## src/rsl_defs.svh

```systemverilog
// Constants of the reset strap latch: register offsets, field positions,
// reset values. Assumes inclusion by the package and the design modules.
//
// Operation
// - Sample each strap as reset is released; hold it until a software write or the next reset.
// - Software reads and overwrites every latched strap at offset 48.
// - Address and chip-select straps live read-write in bits 9 to 6.
// - Address and chip-select straps mirror into keyboard port bits 16, 15, 14 and 13; the keyboard select strap drives kbc_internal_en.
// - Keyboard select strap high picks internal, low picks external.
// - Write-one-clear bits clear on a written 1; a 0 leaves them.
// - Reserved register bits read back as zero.
`ifndef RSL_DEFS_SVH
`define RSL_DEFS_SVH

`define RSL_ADDR_W        8
`define RSL_STRAP_OFS     8'h48
`define RSL_STATUS_OFS    8'h4C
`define RSL_ADDR_LSB      6
`define RSL_ADDR_MSB      8
`define RSL_CS_BIT        9
`define RSL_KBC_BIT       10
`define RSL_STRAP_MASK    16'h07C0
`define RSL_STRAP_RST     16'h0000
`define RSL_KBP_ADDR2     16
`define RSL_KBP_ADDR1     15
`define RSL_KBP_ADDR0     14
`define RSL_KBP_CS        13
`define RSL_ST_CHANGED    0
`define RSL_ST_MASK       16'h0001

`endif

```

## src/rsl_pkg.sv

```systemverilog
// Types of the reset strap latch.
// Assumes the constants header sits in the same folder.
`include "rsl_defs.svh"

package rsl_pkg;
   typedef enum logic [1:0] {RSL_IN_RESET, RSL_CAPTURE, RSL_RUN} rsl_state_e;
   typedef logic [15:0] rsl_word_t;
endpackage : rsl_pkg

```

## src/rsl_sync.sv

```systemverilog
// Two-flop synchroniser for one strap pin.
// Assumes the pin is static around reset release; no metastability filter.
`timescale 1ns/100ps

module rsl_sync
(
   // Clock and enable.
   input  wire logic core_clk,
   input  wire logic clk_en,
   // Pin in, level out.
   input  wire logic pin_in,
   output logic      level_out
);
   logic meta_reg;

   always_ff @(posedge core_clk)
   begin
      if (clk_en)
      begin
         meta_reg  <= pin_in;
         level_out <= meta_reg;
      end
   end
endmodule : rsl_sync

```

## src/rsl_strap_latch.sv

```systemverilog
// Reset strap latch: captures straps at power-good release, exposes them
// in a software register and mirrors them to the keyboard controller.
// Assumes straps are static pins and the register port is on core_clk.
`timescale 1ns/100ps
`include "rsl_defs.svh"

module rsl_strap_latch
   import rsl_pkg::*;
#(
   parameter int NUM_ADDR = 3
)
(
   // Clock, reset, enable.
   input  wire logic                   core_clk,
   input  wire logic                   rst,
   input  wire logic                   clk_en,
   // Strap pins.
   input  wire logic [NUM_ADDR-1:0]    strap_addr,
   input  wire logic                   strap_chip_select_n,
   input  wire logic                   kbc_internal_select_strap,
   // Register port.
   input  wire logic [`RSL_ADDR_W-1:0] reg_addr,
   input  wire logic [15:0]            reg_wdata,
   input  wire logic                   reg_wr,
   input  wire logic                   reg_rd,
   output logic      [15:0]            reg_rdata,
   // Keyboard controller side.
   output logic      [16:13]           kbc_port_bits,
   output logic                        kbc_internal_en,
   output logic                        strap_valid
);
   localparam int NPIN = NUM_ADDR + 2;

   logic [NPIN-1:0] pin_raw;
   logic [NPIN-1:0] pin_sync;
   rsl_state_e      state_reg;
   rsl_word_t       strap_reg;
   logic            changed_reg;
   logic            wr_strap;
   logic            wr_status;
   rsl_word_t       strap_next;

   assign pin_raw = {kbc_internal_select_strap, strap_chip_select_n,
                     strap_addr};

   // One synchroniser per strap pin.
   genvar gi;
   generate
      for (gi = 0; gi < NPIN; gi++)
      begin : g_sync
         rsl_sync u_sync
         (
            .core_clk  (core_clk),
            .clk_en    (clk_en),
            .pin_in    (pin_raw[gi]),
            .level_out (pin_sync[gi])
         );
      end
   endgenerate

   assign wr_strap  = reg_wr && (reg_addr == `RSL_STRAP_OFS);
   assign wr_status = reg_wr && (reg_addr == `RSL_STATUS_OFS);

   // Capture waits one extra cycle after release so the synchronisers
   // hold the pin level rather than a value taken during reset.
   always_ff @(posedge core_clk)
   begin
      if (rst)
         state_reg <= RSL_IN_RESET;
      else if (clk_en)
      begin
         case (state_reg)
            RSL_IN_RESET: state_reg <= RSL_CAPTURE;
            RSL_CAPTURE:  state_reg <= RSL_RUN;
            RSL_RUN:      state_reg <= RSL_RUN;
            default:      state_reg <= RSL_IN_RESET;
         endcase
      end
   end

   always_comb
   begin
      strap_next = strap_reg;
      strap_next[`RSL_ADDR_MSB:`RSL_ADDR_LSB] = pin_sync[NUM_ADDR-1:0];
      strap_next[`RSL_CS_BIT]  = pin_sync[NUM_ADDR];
      strap_next[`RSL_KBC_BIT] = pin_sync[NUM_ADDR+1];
   end

   always_ff @(posedge core_clk)
   begin
      if (rst)
         strap_reg <= `RSL_STRAP_RST;
      else if (clk_en)
      begin
         if (state_reg == RSL_CAPTURE)
            strap_reg <= strap_next;
         else if (wr_strap && state_reg == RSL_RUN)
            strap_reg <= reg_wdata & `RSL_STRAP_MASK;
      end
   end

   // Sticky flag: set when software overrode a strap, cleared by a 1.
   always_ff @(posedge core_clk)
   begin
      if (rst)
         changed_reg <= 1'b0;
      else if (clk_en)
      begin
         if (wr_strap && state_reg == RSL_RUN)
            changed_reg <= 1'b1;
         else if (wr_status && reg_wdata[`RSL_ST_CHANGED])
            changed_reg <= 1'b0;
      end
   end

   always_ff @(posedge core_clk)
   begin
      if (rst)
         reg_rdata <= 16'h0000;
      else if (clk_en)
      begin
         if (reg_rd && reg_addr == `RSL_STRAP_OFS)
            reg_rdata <= strap_reg & `RSL_STRAP_MASK;
         else if (reg_rd && reg_addr == `RSL_STATUS_OFS)
            reg_rdata <= {15'h0000, changed_reg};
         else
            reg_rdata <= 16'h0000;
      end
   end

   always_ff @(posedge core_clk)
   begin
      if (rst)
      begin
         kbc_port_bits   <= 4'h0;
         kbc_internal_en <= 1'b0;
         strap_valid     <= 1'b0;
      end
      else if (clk_en)
      begin
         kbc_port_bits[`RSL_KBP_ADDR2] <= strap_reg[`RSL_ADDR_LSB+2];
         kbc_port_bits[`RSL_KBP_ADDR1] <= strap_reg[`RSL_ADDR_LSB+1];
         kbc_port_bits[`RSL_KBP_ADDR0] <= strap_reg[`RSL_ADDR_LSB];
         kbc_port_bits[`RSL_KBP_CS]    <= strap_reg[`RSL_CS_BIT];
         kbc_internal_en <= strap_reg[`RSL_KBC_BIT];
         strap_valid     <= (state_reg == RSL_RUN);
      end
   end
endmodule : rsl_strap_latch

```

## config.mk

```make
export PLATFORM = sky130hd
export DESIGN_NAME = rsl_strap_latch
export DESIGN_NICKNAME = d
export VERILOG_FILES = /design/src/rsl_pkg.sv /design/src/rsl_sync.sv /design/src/rsl_strap_latch.sv
export VERILOG_INCLUDE_DIRS = /design/src
export SDC_FILE = /design/constraint.sdc
export NUM_CORES = 1
export LEC_CHECK = 0
export BUFFER_PORTS_ARGS = -buffer_cell sky130_fd_sc_hd__buf_2
export CELL_PAD_IN_SITES_DETAIL_PLACEMENT = 0
export CELL_PAD_IN_SITES_GLOBAL_PLACEMENT = 1
export CORE_MARGIN = 2
export CORE_UTILIZATION = 31
export CTS_CLUSTER_DIAMETER = 50
export CTS_CLUSTER_SIZE = 16
export DETAILED_ROUTE_END_ITERATION = 16
export GPL_TIMING_DRIVEN = 0
export HOLD_SLACK_MARGIN = 0.15
export PLACE_DENSITY_LB_ADDON = 0.1
export SYNTH_ARGS = -nofsm -noshare
export SYNTH_HDL_FRONTEND = slang
export SYNTH_HIERARCHICAL = 1
export SYNTH_SLANG_ARGS = --single-unit
```

## constraint.sdc

```tcl
create_clock -name core_clk -period 4.65 [get_ports core_clk]
set_input_delay 1.1625 -clock core_clk [delete_from_list [all_inputs] [get_ports core_clk]]
set_output_delay 1.1625 -clock core_clk [all_outputs]
set_load 0.05 [all_outputs]
```

==> results.md <==
- Row count: 23
- Crit-path leading delay family: buffers and inverters
- CTS tree: built
- Yosys cell types: 25
- Worst Tran Pin Value: 601.7 ps
- DRC viols: 0
- Initial antenna violation count: 0
- P&R area growth vs syn: 26.55%
- Antenna Nets Post-Route: 0
- Layout cell share with drive strength beyond 1: between 40% and 50%
- Vias/cell: 4.346
- CTS sink count: 30
- Final worst path period share: 45.39%
- WS Path Type: primary input to flop
- Vias: 930
- CTS-repair resized insts: 0
- Vias in the first global route: 922
- Seq/Total Area, Yosys: 53.28%
- Die Span Y: 69.13 microns
- Synthesized area per cell: 11.64 sq um
- H-tree depth: 2
- IO Pins: 56
- Post-Syn Instances: 113
- Setup TNS: 0 ps
- Fin cells: 214
- Die area: 4779 sq um
- Max FFs per register: 6
- Post-Synthesis Cell Area: 1315 sq um
- Largest reg by FF count: reg_rdata
- Worst Path Arrival: 2260 ps
- Max-cap violations: 0
- Filler Cells Inserted: 415
- First-pass GRT wire length: 4105 microns
- Total CTS buffers: 5
- Die X-Extent: between 60 and 70 microns
- Tot Pwr: 574.4 uW
- Required time of the critical path: 4800 ps
- RSZ-0062 raised after global routing: false
- Inst Count DP: ~210
- Core Box Area: 4029 sq um
- Slew headroom: 59.89%
- Hold buffer count at CTS: 0
- VDD IR max: 0.1278 mV
- CP Cell Sequence: buf_2, buf_2, buf_2, mux2i_1, nor2_1
- Most used cell, CP: buf_2
- Clock-pin slew on the worst setup and hold paths: 60 ps
- CP Buf/Inv Count: 3
- Initial core utilization: 32.64%
- RePlAce Congestion: approximately 0.72
- Area post-placement: 1582 sq um
- Max incr delay on CP: slightly below 300 ps
- Final WS setup: 2539 ps
- Peak Freq: 473.8 MHz
- Setup Skew: 5.997 ps
- Clk_lat worst skew: 280 ps
- Main synth FF type: dfxtp_1
- Startpoint Class: primary input
- Status: finished, final reports clean
- Final setup fails: 0
- Ant diodes: 0
- Post-CTS setup buffers: 0
- Post-synth EDFFs: 10
- Count of yosys warnings during synthesis: 6
- Worst hold path class: flop to flop
- Pre-Repair DR Iteration Count: 4
- Drt wl/cell: 11.67 microns
- Max clock buf depth: 2
- Final wirelength: around 2500 microns
- Crit path time final: 2111 ps
- IO buf count: 34
- Largest net degree at the start of global routing: 15
- Grt ovf: 0
- Clock Root Buffer: clkbuf_8
- Initial DRC count: 33
- Pleak: 0.7304 nW
- Crit. End Element: flop
- Fin. Hold Viols: 0
- Critical path's slowest cell: buf_2
- Final instance area: 1664 sq um
- Cell area power density: 345.2 nW/um^2
- Global-route usage over all layers: approximately 11%
- Synthesis-stage register bit count: 30
- DP HPWL: 1908 microns
- Fin. max-slew vios: 0
- Commonest cells after routing, fill and taps aside: buf_2, dfxtp_1, mux2i_1
- Post-Place Setup Slack: approximately 2200 ps
- Async S/R FF share, synth: 0%
- CP max FO: 14
- Nets: 200
- Most common cell after layout, fill and taps aside: buf_2
==> cells by family (layout without fill, tap and decap cells) <==
group                      count (synthesis)  count (layout)  share of synthesized area [%]
AOI/OAI and AO/OA                         14              14                          8.944
adders and majority gates                  3               3                          2.855
buffers and inverters                     19              61                          9.039
DFF                                       30              30                          53.28
and+or+nand+nor                           33              33                          15.70
other                                      1              10                         0.2852
muxes                                     13              13                          9.895
==> cell usage after synthesis (all sizes together) (2+ instances only) <==
master	instances	area [sq um]
nor2	14	65.06
ha	3	37.54
nor4b	2	38.78
inv	3	11.26
mux2i	13	130.1
a211oi	5	62.56
a21oi	7	35.03
nand3	6	30.03
clkbuf	3	11.26
edfxtp	10	300.3
buf	13	96.34
nand2b	6	37.54
dfxtp	20	400.4
and3	2	13.77
==> final timing paths <==
path / startpoint / end / slack (ps) / depth (start not counted)
min: g_sync[2].u_sync/meta_reg$_DFFE_PP_ / g_sync[2].u_sync/level_out$_DFFE_PP_ / 420 / 0
max: clk_en / kbc_port_bits[15]$_SDFFE_PP0P_ / 2540 / 5
max reg2reg: state_reg[1]$_SDFFE_PP0P_ / strap_reg[6]$_SDFFE_PP0P_ / 2990 / 8
min reg2reg: g_sync[2].u_sync/meta_reg$_DFFE_PP_ / g_sync[2].u_sync/level_out$_DFFE_PP_ / 420 / 0
==> where the power goes <==
group / switching (mW) / total, mW / internal [mW]
sequential: 0.00680 / 0.292 / 0.285
combinational: 0.0538 / 0.0862 / 0.0324
clock: 0.0928 / 0.196 / 0.103
==> worst register-to-register path: stages, from the launching register on <==
cell and delay, ps:
dfxtp_1 350, inv_1 70, ha_1 170, clkbuf_1 210
and2_0 220, a31o_1 190, buf_6 150, nor2_2 100
a211oi_2 50
==> stage by stage <==
stage | utilization (%) | hold slack, ps
after floorplan | - | 400.3
after global placement | 39.25 | 402.7
after detailed placement | 39.25 | 404.5
after CTS | 41.30 | 420.5
after global routing | 41.30 | 427.6
final | 41.30 | 418.9
==> cell type report <==
type                       instances  area, sq um  area share [%]
buffer                            16        107.6           6.466
clock buffer                       6        72.57           4.361
tap                               50        62.56           3.759
sequential                        30        700.7           42.11
timing repair buffer              34        170.2           10.23
multi-input combinational         73        529.3           31.80
clock inverter                     2        10.01          0.6015
inverter                           3        11.26          0.6767
==> per-layer routing <==
metal / vias up / GRT usage (%) / wire length, microns
li1: 473 / - / -
met2: 32 / 18.70 / 1236
met5: - / 0 / 0
met3: 4 / 5.117 / 180
met1: 421 / 11.95 / 1049
met4: 0 / 5.229 / 31
No activity file was read; power rests on OpenSTA's default activity.
